===== config.mk =====
export PLATFORM = sky130hd
export DESIGN_NAME = anp_regs
export DESIGN_NICKNAME = d
export VERILOG_FILES = /design/src/anp_pkg.sv /design/src/anp_regs.sv
export SDC_FILE = /design/constraint.sdc
export NUM_CORES = 1
export LEC_CHECK = 0
export CAP_MARGIN = 25
export CORE_UTILIZATION = 40
export DETAILED_ROUTE_END_ITERATION = 8
export DONT_BUFFER_PORTS = 1
export GPL_ROUTABILITY_DRIVEN = 1
export PLACE_DENSITY = 0.6
export SLEW_MARGIN = 10
export SYNTH_ARGS = -nofsm -noshare
export SYNTH_HDL_FRONTEND = slang
export SYNTH_SLANG_ARGS = --single-unit
export TNS_END_PERCENT = 1

===== constraint.sdc =====
create_clock -name aclk -period 1.75 [get_ports aclk]
set_input_delay 0.175 -clock aclk [delete_from_list [all_inputs] [get_ports aclk]]
set_output_delay 0.175 -clock aclk [all_outputs]
set_load 0.02 [all_outputs]

===== src/anp_pkg.sv =====
// package for the per-port auto-negotiation status and next-page transmit bank
// assumes an AXI4-Lite master with 32-bit data and aligned word accesses
package anp_pkg;

    // ************************************************************
    // bus register indices (byte address is four times the index)
    // ************************************************************
    localparam logic [7:0] IDX_CTRL = 8'h6E;
    localparam logic [7:0] IDX_OFFSET = 8'h6F;
    localparam logic [7:0] IDX_DATA = 8'hA0;

    // ************************************************************
    // indirect selection
    // ************************************************************
    localparam logic [2:0] TABLE_EEE = 3'h1;
    localparam logic [7:0] OFF_STAT_HI = 8'h0C;
    localparam logic [7:0] OFF_STAT_LO = 8'h0D;
    localparam logic [7:0] OFF_TX_HI = 8'h0E;
    localparam logic [7:0] OFF_TX_LO = 8'h0F;
    localparam logic [3:0] STAT_PORT_MAX = 4'h4;
    localparam logic [3:0] TX_PORT_MAX = 4'h3;

    // ************************************************************
    // field positions and reset values
    // ************************************************************
    localparam int CTRL_TABLE_LSB = 5;
    localparam int ST_LOC_ABLE = 6;
    localparam int ST_LOC_8H = 5;
    localparam int ST_PD_FAULT = 4;
    localparam int ST_LP_NP = 3;
    localparam int ST_NP_ABLE = 2;
    localparam int ST_PAGE_RX = 1;
    localparam int ST_LP_AN = 0;
    localparam int TXH_NP = 7;
    localparam int TXH_MP = 5;
    localparam int TXH_ACK2 = 4;
    localparam int TXH_TOGGLE = 3;
    localparam logic [7:0] CTRL_RESET = 8'h00;
    localparam logic [7:0] OFFSET_RESET = 8'h00;
    localparam logic RST_LOC_8H = 1'b1;
    localparam logic RST_NP = 1'b0;
    localparam logic RST_MP = 1'b1;
    localparam logic RST_ACK2 = 1'b0;
    localparam logic RST_TOGGLE = 1'b0;

    // ************************************************************
    // axi responses
    // ************************************************************
    localparam logic [1:0] RESP_OKAY = 2'h0;
    localparam logic [1:0] RESP_SLVERR = 2'h2;

    // link partner state reported by the negotiation engine
    typedef struct packed {
        logic an_able;
        logic np_able;
        logic store_8h;
    } anp_partner_t;

    // controls presented to the next-page transmitter
    typedef struct packed {
        logic np;
        logic mp;
        logic ack2;
        logic toggle;
    } anp_tx_t;

endpackage


===== src/anp_regs.sv =====
// auto-negotiation expansion status word pair for each of STAT_PORTS ports, next-page transmit word pair for each of TX_PORTS ports
// assumes the negotiation engine gives one-cycle event pulses synchronous to aclk
`timescale 1ns/100ps

module anp_regs #(
    parameter int ADDR_W = 12,
    parameter int STAT_PORTS = 4,
    parameter int TX_PORTS = 3
) (
    input wire logic aclk,
    input wire logic aresetn,
    input wire logic [ADDR_W-1:0] s_axi_awaddr,
    input wire logic [2:0] s_axi_awprot,
    input wire logic s_axi_awvalid,
    output logic s_axi_awready,
    input wire logic [31:0] s_axi_wdata,
    input wire logic [3:0] s_axi_wstrb,
    input wire logic s_axi_wvalid,
    output logic s_axi_wready,
    output logic [1:0] s_axi_bresp,
    output logic s_axi_bvalid,
    input wire logic s_axi_bready,
    input wire logic [ADDR_W-1:0] s_axi_araddr,
    input wire logic [2:0] s_axi_arprot,
    input wire logic s_axi_arvalid,
    output logic s_axi_arready,
    output logic [31:0] s_axi_rdata,
    output logic [1:0] s_axi_rresp,
    output logic s_axi_rvalid,
    input wire logic s_axi_rready,
    input wire anp_pkg::anp_partner_t [STAT_PORTS-1:0] partner,
    input wire logic [STAT_PORTS-1:0] pd_fault_evt,
    input wire logic [STAT_PORTS-1:0] page_rx_evt,
    input wire logic [TX_PORTS-1:0] base_done_evt,
    input wire logic [TX_PORTS-1:0] base_toggle,
    input wire logic [TX_PORTS-1:0] np_done_evt,
    output anp_pkg::anp_tx_t [TX_PORTS-1:0] tx_word
);

    // ************************************************************
    // state
    // ************************************************************
    logic [7:0] ctrl;
    logic [7:0] offset;
    logic [STAT_PORTS-1:0] loc_8h;
    logic [STAT_PORTS-1:0] lp_np;
    logic [STAT_PORTS-1:0] lp_an;
    logic [STAT_PORTS-1:0] pd_fault;
    logic [STAT_PORTS-1:0] page_rx;
    logic [STAT_PORTS-1:0] clr_pd;
    logic [STAT_PORTS-1:0] clr_pg;
    logic [ADDR_W-1:0] aw_addr;
    logic aw_have;
    logic [7:0] w_byte;
    logic [3:0] w_strb;
    logic w_have;
    logic [7:0] next_rbyte;
    logic next_rok;

    // indirect target hit: table and port range (1 to maxp), offset checked by the caller
    function automatic logic sel_hit(input logic [7:0] c, input logic [3:0] maxp);
        sel_hit = (c[7:anp_pkg::CTRL_TABLE_LSB] == anp_pkg::TABLE_EEE) && (c[3:0] != 4'h0)
            && (c[3:0] <= maxp);
    endfunction

    // bus word index of a byte address
    function automatic logic [7:0] word_idx(input logic [ADDR_W-1:0] a);
        word_idx = a[9:2];
    endfunction

    logic [3:0] port_sel;
    logic [1:0] port_idx;
    logic stat_sel;
    logic tx_sel;
    assign port_sel = ctrl[3:0];
    assign port_idx = 2'(port_sel - 4'h1);
    assign stat_sel = sel_hit(ctrl, 4'(STAT_PORTS));
    assign tx_sel = sel_hit(ctrl, 4'(TX_PORTS));

    // ************************************************************
    // read byte selection
    // ************************************************************
    always_comb begin
        next_rbyte = 8'h00;
        next_rok = 1'b1;
        if (word_idx(s_axi_araddr) == anp_pkg::IDX_CTRL) begin
            next_rbyte = ctrl;
        end else if (word_idx(s_axi_araddr) == anp_pkg::IDX_OFFSET) begin
            next_rbyte = offset;
        end else if (word_idx(s_axi_araddr) == anp_pkg::IDX_DATA) begin
            if (stat_sel && offset == anp_pkg::OFF_STAT_HI) begin
                next_rbyte = 8'h00;
            end else if (stat_sel && offset == anp_pkg::OFF_STAT_LO) begin
                next_rbyte[anp_pkg::ST_LOC_ABLE] = 1'b1;
                next_rbyte[anp_pkg::ST_LOC_8H] = loc_8h[port_idx];
                next_rbyte[anp_pkg::ST_PD_FAULT] = pd_fault[port_idx];
                next_rbyte[anp_pkg::ST_LP_NP] = lp_np[port_idx];
                next_rbyte[anp_pkg::ST_NP_ABLE] = 1'b1;
                next_rbyte[anp_pkg::ST_PAGE_RX] = page_rx[port_idx];
                next_rbyte[anp_pkg::ST_LP_AN] = lp_an[port_idx];
            end else if (tx_sel && offset == anp_pkg::OFF_TX_HI) begin
                next_rbyte[anp_pkg::TXH_NP] = tx_word[port_idx].np;
                next_rbyte[anp_pkg::TXH_MP] = tx_word[port_idx].mp;
                next_rbyte[anp_pkg::TXH_ACK2] = tx_word[port_idx].ack2;
                next_rbyte[anp_pkg::TXH_TOGGLE] = tx_word[port_idx].toggle;
            end
        end else begin
            next_rok = 1'b0;
        end
    end

    // ************************************************************
    // read channel
    // ************************************************************
    always_ff @(posedge aclk) begin
        if (!aresetn) begin
            s_axi_arready <= 1'b1;
            s_axi_rvalid <= 1'b0;
            s_axi_rdata <= 32'h0000_0000;
            s_axi_rresp <= anp_pkg::RESP_OKAY;
        end else if (s_axi_arvalid && s_axi_arready) begin
            s_axi_arready <= 1'b0;
            s_axi_rvalid <= 1'b1;
            s_axi_rdata <= {24'h000000, next_rbyte};
            s_axi_rresp <= next_rok ? anp_pkg::RESP_OKAY : anp_pkg::RESP_SLVERR;
        end else if (s_axi_rvalid && s_axi_rready) begin
            s_axi_rvalid <= 1'b0;
            s_axi_arready <= 1'b1;
        end
    end

    // ************************************************************
    // latched-high status bits
    // ************************************************************
    // pending clears armed at address capture, disarmed by a recurring event
    always_ff @(posedge aclk) begin
        if (!aresetn) begin
            clr_pd <= '0;
            clr_pg <= '0;
            pd_fault <= '0;
            page_rx <= '0;
        end else begin
            for (int p = 0; p < STAT_PORTS; p++) begin
                if (s_axi_arvalid && s_axi_arready) begin
                    clr_pd[p] <= 1'b0;
                    clr_pg[p] <= 1'b0;
                    if (word_idx(s_axi_araddr) == anp_pkg::IDX_DATA && stat_sel
                        && offset == anp_pkg::OFF_STAT_LO && port_idx == 2'(p)) begin
                        clr_pd[p] <= !pd_fault_evt[p];
                        clr_pg[p] <= !page_rx_evt[p];
                    end
                end else if (s_axi_rvalid && s_axi_rready) begin
                    clr_pd[p] <= 1'b0;
                    clr_pg[p] <= 1'b0;
                end else begin
                    if (pd_fault_evt[p]) begin
                        clr_pd[p] <= 1'b0;
                    end
                    if (page_rx_evt[p]) begin
                        clr_pg[p] <= 1'b0;
                    end
                end
                if (pd_fault_evt[p]) begin
                    pd_fault[p] <= 1'b1;
                end else if (s_axi_rvalid && s_axi_rready && clr_pd[p]) begin
                    pd_fault[p] <= 1'b0;
                end
                if (page_rx_evt[p]) begin
                    page_rx[p] <= 1'b1;
                end else if (s_axi_rvalid && s_axi_rready && clr_pg[p]) begin
                    page_rx[p] <= 1'b0;
                end
            end
        end
    end

    // ************************************************************
    // partner ability mirrors
    // ************************************************************
    always_ff @(posedge aclk) begin
        if (!aresetn) begin
            loc_8h <= {STAT_PORTS{anp_pkg::RST_LOC_8H}};
            lp_np <= '0;
            lp_an <= '0;
        end else begin
            for (int p = 0; p < STAT_PORTS; p++) begin
                loc_8h[p] <= partner[p].store_8h;
                lp_np[p] <= partner[p].np_able;
                lp_an[p] <= partner[p].an_able;
            end
        end
    end

    // ************************************************************
    // write channel
    // ************************************************************
    // address and data captured in either order, answer once both are held
    always_ff @(posedge aclk) begin
        if (!aresetn) begin
            s_axi_awready <= 1'b1;
            s_axi_wready <= 1'b1;
            aw_have <= 1'b0;
            w_have <= 1'b0;
            aw_addr <= '0;
            w_byte <= 8'h00;
            w_strb <= 4'h0;
            s_axi_bvalid <= 1'b0;
            s_axi_bresp <= anp_pkg::RESP_OKAY;
        end else begin
            if (s_axi_awvalid && s_axi_awready) begin
                aw_addr <= s_axi_awaddr;
                aw_have <= 1'b1;
                s_axi_awready <= 1'b0;
            end
            if (s_axi_wvalid && s_axi_wready) begin
                w_byte <= s_axi_wdata[7:0];
                w_strb <= s_axi_wstrb;
                w_have <= 1'b1;
                s_axi_wready <= 1'b0;
            end
            if (aw_have && w_have) begin
                aw_have <= 1'b0;
                w_have <= 1'b0;
                s_axi_bvalid <= 1'b1;
                s_axi_bresp <= (word_idx(aw_addr) == anp_pkg::IDX_CTRL
                    || word_idx(aw_addr) == anp_pkg::IDX_OFFSET
                    || word_idx(aw_addr) == anp_pkg::IDX_DATA) ? anp_pkg::RESP_OKAY : anp_pkg::RESP_SLVERR;
            end
            if (s_axi_bvalid && s_axi_bready) begin
                s_axi_bvalid <= 1'b0;
                s_axi_awready <= 1'b1;
                s_axi_wready <= 1'b1;
            end
        end
    end

    logic wr_go;
    assign wr_go = aw_have && w_have && w_strb[0];

    // ************************************************************
    // selector registers
    // ************************************************************
    always_ff @(posedge aclk) begin
        if (!aresetn) begin
            ctrl <= anp_pkg::CTRL_RESET;
            offset <= anp_pkg::OFFSET_RESET;
        end else if (wr_go && word_idx(aw_addr) == anp_pkg::IDX_CTRL) begin
            ctrl <= {w_byte[7:5], 1'b0, w_byte[3:0]};
        end else if (wr_go && word_idx(aw_addr) == anp_pkg::IDX_OFFSET) begin
            offset <= w_byte;
        end
    end

    // ************************************************************
    // next-page transmit words
    // ************************************************************
    always_ff @(posedge aclk) begin
        if (!aresetn) begin
            for (int p = 0; p < TX_PORTS; p++) begin
                tx_word[p].np <= anp_pkg::RST_NP;
                tx_word[p].mp <= anp_pkg::RST_MP;
                tx_word[p].ack2 <= anp_pkg::RST_ACK2;
                tx_word[p].toggle <= anp_pkg::RST_TOGGLE;
            end
        end else begin
            for (int p = 0; p < TX_PORTS; p++) begin
                if (wr_go && word_idx(aw_addr) == anp_pkg::IDX_DATA && tx_sel
                    && offset == anp_pkg::OFF_TX_HI && port_idx == 2'(p)) begin
                    tx_word[p].np <= w_byte[anp_pkg::TXH_NP];
                    tx_word[p].mp <= w_byte[anp_pkg::TXH_MP];
                    tx_word[p].ack2 <= w_byte[anp_pkg::TXH_ACK2];
                end
                if (base_done_evt[p]) begin
                    tx_word[p].toggle <= !base_toggle[p];
                end else if (np_done_evt[p]) begin
                    tx_word[p].toggle <= !tx_word[p].toggle;
                end
            end
        end
    end

endmodule


==> results.yml, run 1 <==
outcome:
  status: "completed"
critical_path:
  crit_type: "register to register"
  end_kind: "register"
  slowest_stage: "dfxtp_2"
  cp.arrival_ps: 1950
  critPathLaunchType: "register"
  cpPeakStageDelay_ps: 350
  critPathMaxFanout: 2
  path_common_cell: "buf_6"
  worstPathCellList: "nor4b_4 -> buf_4 -> buf_6 -> buf_6 -> buf_6 -> buf_6 -> buf_4 -> a21oi_1 -> nor4b_1 -> nor3b_1"
  crit_required_ps: 2000
sta:
  rsz0062_at_grt: "true"
  slew_viol_final: 0
  finalCritPeriodShare_pct: 97.1
  worst_slack_ps: 50.1
  final-hold-violation-count: 0
  setup_viol: 0
  skew_ps: 13.2
  fin_crit_ps: 1700
  clock.fmax_ghz: 0.588
die:
  ios: 155
  num_rows: 36
  chipHeight_um: 103
  dieArea_um2: 10600
  core_area_um2: 9820
  die_w_um: 103
  initial_utilization_pct: 41.6
cells_and_area:
  antenna_cells: 0
  fillCellCount: 940
  final_layout_size_suffix_gt1_share_pct: 16.9
  synthToLayoutAreaGrowth_pct: 28.5
  num-nets-final: 627
synthesis:
  yosysMostFrequentCell: "dfxtp_1"
  async_flop_share_pct: 0
  synth_commonest_cells: "dfxtp_1 (89), nand2_1 (71), nor2b_1 (34)"
  yosysTopAreaCell: "dfxtp_1"
  synth_ff_type: "dfxtp_1"
  synth_warnings: 0
  yosysSeqAreaShare_pct: 43.6
  synth_edf_count: 0
  synth_cell_type_count: 45
  avgSynthCellArea_um2: 9.27
  synthCells: 441
  synth_top_area_share_pct: 43.6
  synth_area_um2: 4090
  ys_ff_latch: 89
  synthTopCellsByArea: "dfxtp_1 (44%), mux2i_1 (8.1%), nand2_1 (6.5%)"
grt:
  globalRouteTotalUtil_pct: 19.3
  grt_pass1_wl_mm: 15.2
  grt_max_degree: 78
  antenna_found_initial: 0
  grt_pass1_vias: 3047
  grt_overflow_total: 0
routing:
  ant_nets: 0
  wirelength_mm: 10.2
  dr.pass1.iters: 4
  drc: 0
  num_vias: 3308
  drt-initial-drc-count: 103
  viasPerCell: 5.02
  wl_per_cell_um: 15.5
placement:
  portBuffers: 0
  place_ws_ps: -95.9
  place_congestion: 0.767
  dp_hpwl_mm: 7.00
clocking:
  htree_levels: 3
  cts_tree: "yes"
  clkTransAtPathRegs_ps: 90
  clk_latency_ps: 370
  ctsLongestPathBuffers: 2
  cts_made_buffers: 9
  cts_root_buf: "clkbuf_8"
  cts_num_sinks: 89
pwr:
  total_power_mw: 4.26
  peakVddDrop_uv: 475
  p_leak_nw: 2.16
  power_density_nw_per_um2: 810
hold_path:
  min_path_type: "input pin to register"
job:
  maxCapViolCount: 0
cell usage in the layout, fill, tap and decap left out, types with 10 or more instances in the layout:
cell type	Yosys	layout
dfxtp_1	89	84
nand2_1	71	71
dlygate4sd3_1	0	47
nor2b_1	34	33
buf_4	26	32
mux2i_1	33	31
conb_1	1	26
a21oi_1	23	19
a21boi_0	19	19
and2_1	14	14
nand3_1	12	12
nor2_1	10	10
o21ai_0	10	10
sequential cells by signal (all words and copies together) (netlist names), 7 cells and up:
register     count
tx_word         12
aw_addr          8
offset           8
s_axi_rdata      8
w_byte           8
ctrl             7
path summary, 6_finish.rpt:
path | cells past startpoint | slack (ps) | from | end
worst max-delay path | 10 | 50 | aw_addr[3] | s_axi_bresp[1]
worst min-delay path | 2 | 20 | base_toggle[2] | tx_word[8]
worst max register to register | 10 | 50 | aw_addr[3] | s_axi_bresp[1]
worst min register to register | 2 | 460 | clr_pd[2] | clr_pd[2]
stage by stage:
stage | utilization [%] | hold slack, ps | cell area, um2 | cells | setup TNS (ps)
2_1_floorplan | - | 244 | 4190 | 466 | -55.2
3_3_place_gp | 44.0 | 244 | 4320 | 586 | -78.4
3_5_place_dp | 44.0 | 246 | 4320 | 586 | -465
4_1_cts | 52.3 | 3.84 | 5130 | 657 | -0.223
5_1_grt | 53.5 | 13.1 | 5260 | 659 | -631
6_report | 53.5 | 15.9 | 5260 | 659 | 0
critical path, delay by kind of cell (launching register included):
kind | cells | cell delay [ps]
AO/OA/AOI/OAI | 1 | 50
AND/OR/NAND/NOR | 3 | 610
buffers and inverters | 6 | 560
flip-flops | 1 | 350
per-layer routing:
metal	part of all wire (%)	GRT usage (%)
met1	45	23.1
met2	48	33.2
met3	5.7	5.29
met4	1.3	7.04
met5	0	0
cell type report:
class,count,area (um2),area share [%]
clock buffers,11,131,2.50
clock inverters,5,104,1.98
inverters,10,37.5,0.714
multi-input cells,322,2170,41.3
flip-flops and latches,89,1790,34.0
well taps,133,166,3.17
repair buffers,89,857,16.3
power breakdown:
group / switching [mW] / internal (mW) / leakage [nW]
clock: 0.716 / 0.950 / 0.118
sequential: 0.0743 / 2.10 / 0.731
combinational: 0.212 / 0.208 / 1.31
total: 1.00 / 3.26 / 2.16
kinds of logic (layout without fill, tap and decap cells):
family                   Yosys count  in the layout  share of synthesized area [%]
XOR/XNOR                           3              3                          0.643
adder cells (fa/ha/maj)            4              4                           1.22
AO/OA/AOI/OAI                     73             73                           12.1
buffers and inverters             55            115                           7.53
flip-flops                        89             89                           43.6
other                              1             26                         0.0917
AND/OR/NAND/NOR                  178            178                           24.1
multiplexers                      38             38                           10.8
repair_timing:
action                                  in CTS  in global routing
endpoints found under the setup margin       9                 32
pin swaps                                    4                 11
hold endpoints to repair                    86                  0
setup buffers                                7                  2
hold buffers                                48                  0
gates resized for setup                      3                 25
No activity file was read; power rests on OpenSTA's default activity.
==> inputs of run 2 (changes only) <==
REMOVE_ABC_BUFFERS = 1   (was not set)
SETUP_SLACK_MARGIN = 0.05   (was not set)
==> run 2 against run 1 <==
Compared with the run above:
- the run now ends with negative hold slack left
- clock skew increased by 0.83 ps
- die area unchanged
- global-route usage decreased by 0.64 points
- non-clock buffer count increased by 11
- flip-flop and latch count unchanged
- highest routed layer unchanged
- critical path type unchanged
- combinational power decreased by 4%
- largest cell class unchanged
- design area increased by 0.69%
==> results.yml, run 2 (synthesis results as in run 1) <==
outcome:
  status: "finished with violations"
  failed_checks: "negative hold slack"
clocking:
  cts_made_buffers: 9
  clkTransAtPathRegs_ps: 90
  cts_root_buf: "clkbuf_8"
  cts_num_sinks: 89
  cts_tree: "yes"
  clk_latency_ps: 360
  ctsLongestPathBuffers: 2
  htree_levels: 3
routing:
  drc: 0
  viasPerCell: 4.89
  num_vias: 3278
  ant_nets: 0
  wirelength_mm: 9.53
  drt-initial-drc-count: 97
  dr.pass1.iters: 4
  wl_per_cell_um: 14.2
sta:
  hold-worst-slack_ps: -42.8
  fin_tns_setup_ps: 0
  fin_crit_ps: 1690
  slew_viol_final: 0
  clock.fmax_ghz: 0.593
  final-hold-violation-count: 32
  finalCritPeriodShare_pct: 96.3
  setup_viol: 0
  rsz0062_at_grt: "true"
  skew_ps: 14.1
grt:
  grt_pass1_vias: 3164
  antenna_found_initial: 0
  grt_pass1_wl_mm: 15.0
  grt_overflow_total: 0
  grt_max_degree: 87
  globalRouteTotalUtil_pct: 18.7
placement:
  dpl_cell_area_um2: 4290
  portBuffers: 0
  dp_hpwl_mm: 6.52
  place_inst: 582
  place_congestion: 0.770
die:
  die_w_um: 103
  dieArea_um2: 10600
  chipHeight_um: 103
  ios: 155
  initial_utilization_pct: 41.6
  core_area_um2: 9820
  num_rows: 36
cells_and_area:
  layout_commonest_cell: "dfxtp_1"
  final_layout_size_suffix_gt1_share_pct: 14.2
  stdcell_count: 670
  largest_reg_flops: 12
  multi_input_area_um2: 2150
  synthToLayoutAreaGrowth_pct: 29.4
  fillCellCount: 913
  regArea_um2: 1790
  final_cell_mix: "dfxtp_1 (85), dlygate4sd3_1 (72), nand2_1 (68)"
  largest_register: "tx_word"
  antenna_cells: 0
  num-nets-final: 638
  design_area_um2: 5290
critical_path:
  cp.arrival_ps: 1920
  end_kind: "register"
  r2r-start: "ctrl[6]"
  critPathMaxFanout: 5
  crit_required_ps: 1990
  r2r_end: "tx_word[10]"
  crit_type: "register to register"
  reg2reg_slack_ps: 60
  critPathLaunchType: "register"
  rr_worst_depth: 5
hold_path:
  hp-start: "aresetn"
  hold_depth: 1
  holdPathEnd: "w_have"
  min_path_type: "input pin to register"
pwr:
  power_density_nw_per_um2: 777
  p_leak_nw: 2.16
  peakVddDrop_uv: 487
job:
  maxCapViolCount: 0
## run 2: how the worst max path moves through the flow
stage,startpoint,to,slack [ps],depth (start not counted)
after global routing,ctrl[6],tx_word[10],-2,5
after detailed placement,ctrl[1],s_axi_rdata[5],10,8
after global placement,ctrl[0],s_axi_rdata[5],30,8
after CTS,ctrl[6],tx_word[10],30,5
final,ctrl[6],tx_word[10],60,5
after floorplan,ctrl[0],s_axi_rdata[5],-270,6
## run 2: critical path, stage by stage (launching register included)
cell	delay, ps
dfxtp_2	340
nor4b_4	310
nand3b_4	180
nor4_4	420
nand2_2	170
mux2i_1	150
## run 2: repair_timing
action,4_1_cts,5_1_grt
endpoints found under the hold margin,86,35
endpoints found under the setup margin,12,39
resized for setup,4,16
pin swaps,2,3
hold buffers,68,4
buffers inserted,0,0
## run 2: layout make-up
cell class,instances,share of cell area [%]
tap,133,3.14
inverter,10,0.709
sequential,89,33.8
clock buffer,10,2.41
timing repair buffer,100,17.7
clock inverter,6,1.70
multi-input combinational,322,40.6
## run 2: where the power goes
group | internal, mW | total (mW) | leakage (nW) | switching [mW]
Combinational | 0.216 | 0.402 | 1.32 | 0.186
Clock | 0.810 | 1.55 | 0.107 | 0.737
Sequential | 2.10 | 2.16 | 0.731 | 0.0666
Total | 3.12 | 4.11 | 2.16 | 0.989
## run 2: metrics by stage
| step | total power [mW] | setup slack, ps | util [%] |
|---|---|---|---|
| CTS | 4.13 | 34.7 | 53.1 |
| finish | 4.11 | 64.1 | 53.9 |
| floorplan | 2.41 | -269 | - |
| global placement | 2.47 | 31.6 | 43.7 |
| detailed placement | 2.48 | 13.1 | 43.7 |
| global route | 4.31 | -1.57 | 53.9 |
## run 2: per-layer routing
layer  share of wire, %  wire, um  track usage, %
met3                6.0       570            4.54
met1                 45      4250            23.1
met4                1.4       132            6.28
met5                  0         0               0
met2                 48      4580            31.9
==> inputs of run 3 (changes only) <==
CORE_UTILIZATION = 55   (was 40)
PLACE_DENSITY = 0.77   (was 0.6)
==> run 3 against run 2 <==
Compared with the run above:
- the flow now finishes without violations
- count of clock-buffer cells in the layout is the same
- worst setup slack lost 51 ps
- non-clock buffer count shrank 9
- utilization grew 18 points
- sequential share of layout area grew 0.58 points
- die area shrank 27%
- via count grew 4.5%
- flip-flop and latch count is the same
- sequential power is essentially flat
- design area shrank 1.5%
- first-iteration DRC count grew 61%
- wire length grew 4.8%
- largest power group unchanged
==> results.yml, run 3 (synthesis results as in run 1) <==
placement:
  dpl_cell_area_um2: 4210
  dp_hpwl_mm: 6.14
  portBuffers: 0
  place_congestion: 0.807
  place_ws_ps: 45.4
hold_path:
  min_path_type: "input pin to register"
  hp-start: "s_axi_wdata[7]"
critical_path:
  path_buf_inv: 0
  crit_required_ps: 1980
  critPathMaxFanout: 5
  slowest_stage: "nor4_4"
  critPathLaunch: "ctrl[6]"
  crit_family: "simple AND/OR/NAND/NOR gates"
  cp.arrival_ps: 1970
  worstPathCellList: "nor4b_4 -> nand3b_4 -> nor4_4 -> nand2_2 -> mux2i_1"
  cpPeakStageDelay_ps: 430
  end_kind: "register"
  crit_type: "register to register"
  r2r-start: "ctrl[6]"
  critPathLaunchType: "register"
grt:
  grt_pass1_vias: 3245
  grt_overflow_total: 0
  antenna_found_initial: 0
  grt_pass1_wl_mm: 15.0
  grt_max_degree: 87
  globalRouteTotalUtil_pct: 25.5
routing:
  drt-initial-drc-count: 156
  ant_nets: 0
  wl_per_cell_um: 15.9
  drc: 0
  wirelength_mm: 9.99
  viasPerCell: 5.46
  dr.pass1.iters: 5
  num_vias: 3426
sta:
  fin_crit_ps: 1740
  final-hold-violation-count: 0
  skew_ps: 17.1
  slew_viol_final: 0
  hold-worst-slack_ps: 38.5
  slew_headroom_pct: 23.6
  worst_pin_slew_ps: 1140
  worst_slack_ps: 13.2
  rsz0062_at_grt: "true"
  setup_viol: 0
  clock.fmax_ghz: 0.576
  finalCritPeriodShare_pct: 99.2
die:
  ios: 155
  dieArea_um2: 7780
  num_rows: 31
  initial_utilization_pct: 56.7
  chipHeight_um: 88.2
  die_w_um: 88.2
  core_area_um2: 7210
clocking:
  cts_made_buffers: 9
  htree_levels: 3
  cts_root_buf: "clkbuf_8"
  cts_num_sinks: 89
  ctsLongestPathBuffers: 2
  cts_tree: "yes"
  clk_latency_ps: 360
  clkTransAtPathRegs_ps: 80
cells_and_area:
  synthToLayoutAreaGrowth_pct: 27.4
  design_area_um2: 5210
  largest_reg_flops: 12
  largest_register: "tx_word"
  layout_commonest_cell: "dfxtp_1"
  final_layout_size_suffix_gt1_share_pct: 14.2
  num-nets-final: 629
  final_cell_mix: "dfxtp_1 (83), nand2_1 (68), dlygate4sd3_1 (67)"
  antenna_cells: 0
pwr:
  p_int_mw: 3.17
  switching_share_pct: 24.4
  p_leak_nw: 2.14
  p_comb_share_pct: 9.6
  power_density_nw_per_um2: 804
  seqPwrFrac_pct: 51.9
  peakVddDrop_uv: 632
  power.switching_mw: 1.02
  pwr-share-clk_pct: 38.5
job:
  maxCapViolCount: 0
outcome:
  status: "completed"
[run 3: changes by cell type in the layout (fill, tap and decap cells not counted), moves of 2 or more]
cell	previous run	this run
buf_4	27	22
dlygate4sd3_1	72	67
a21oi_1	23	20
a21oi_2	0	3
a21boi_0	19	17
a21boi_1	0	2
dfxtp_1	85	83
dfxtp_2	4	6
nor4_2	3	1
[run 3: power by group through the flow]
stage	clock (mW)	combinational, mW	sequential (mW)
floorplan	0	0.197	2.21
global placement	0	0.248	2.21
detailed placement	0	0.256	2.22
CTS	1.63	0.370	2.17
global route	1.72	0.441	2.18
finish	1.61	0.403	2.17
[run 3: layout make-up]
| class | instances | area, um2 |
|---|---|---|
| timing repair buffer | 91 | 867 |
| sequential | 89 | 1790 |
| multi-input combinational | 322 | 2160 |
| clock inverter | 6 | 97.6 |
| inverter | 10 | 37.5 |
| fill | 514 | 2000 |
| clock buffer | 10 | 138 |
| tap | 99 | 124 |
[run 3: stage by stage]
| step | total power [mW] | std cells | utilization, % | TNS (ps) |
|---|---|---|---|---|
| final | 4.19 | 627 | 72.2 | 0 |
| after global routing | 4.35 | 627 | 72.2 | -737 |
| after detailed placement | 2.47 | 541 | 58.3 | 0 |
| after CTS | 4.18 | 622 | 70.9 | -1.29 |
| after floorplan | 2.41 | 421 | - | -4400 |
| after global placement | 2.46 | 541 | 58.3 | 0 |
[run 3: repair_timing]
item | in CTS | in global routing
pin swaps | 5 | 12
hold buffers | 64 | 3
cloned | 0 | 0
setup buffers | 1 | 2
gates resized for setup | 4 | 21
endpoints found under the hold margin | 86 | 37
setup endpoints to repair | 14 | 40
[run 3: worst paths after layout]
check,to,cells past startpoint,slack [ps]
max,tx_word[2],5,10
min,w_byte[7],2,40
max reg2reg,tx_word[2],5,10
min reg2reg,clr_pd[0],2,460
[run 3: per-layer routing]
layer  up-vias  global-route usage [%]  wire [um]
li1       1632                       -          -
met1      1600                    29.9       4020
met2       166                    44.2       4950
met3        28                    7.18        725
met4         0                    9.82        286
met5         -                       0          0
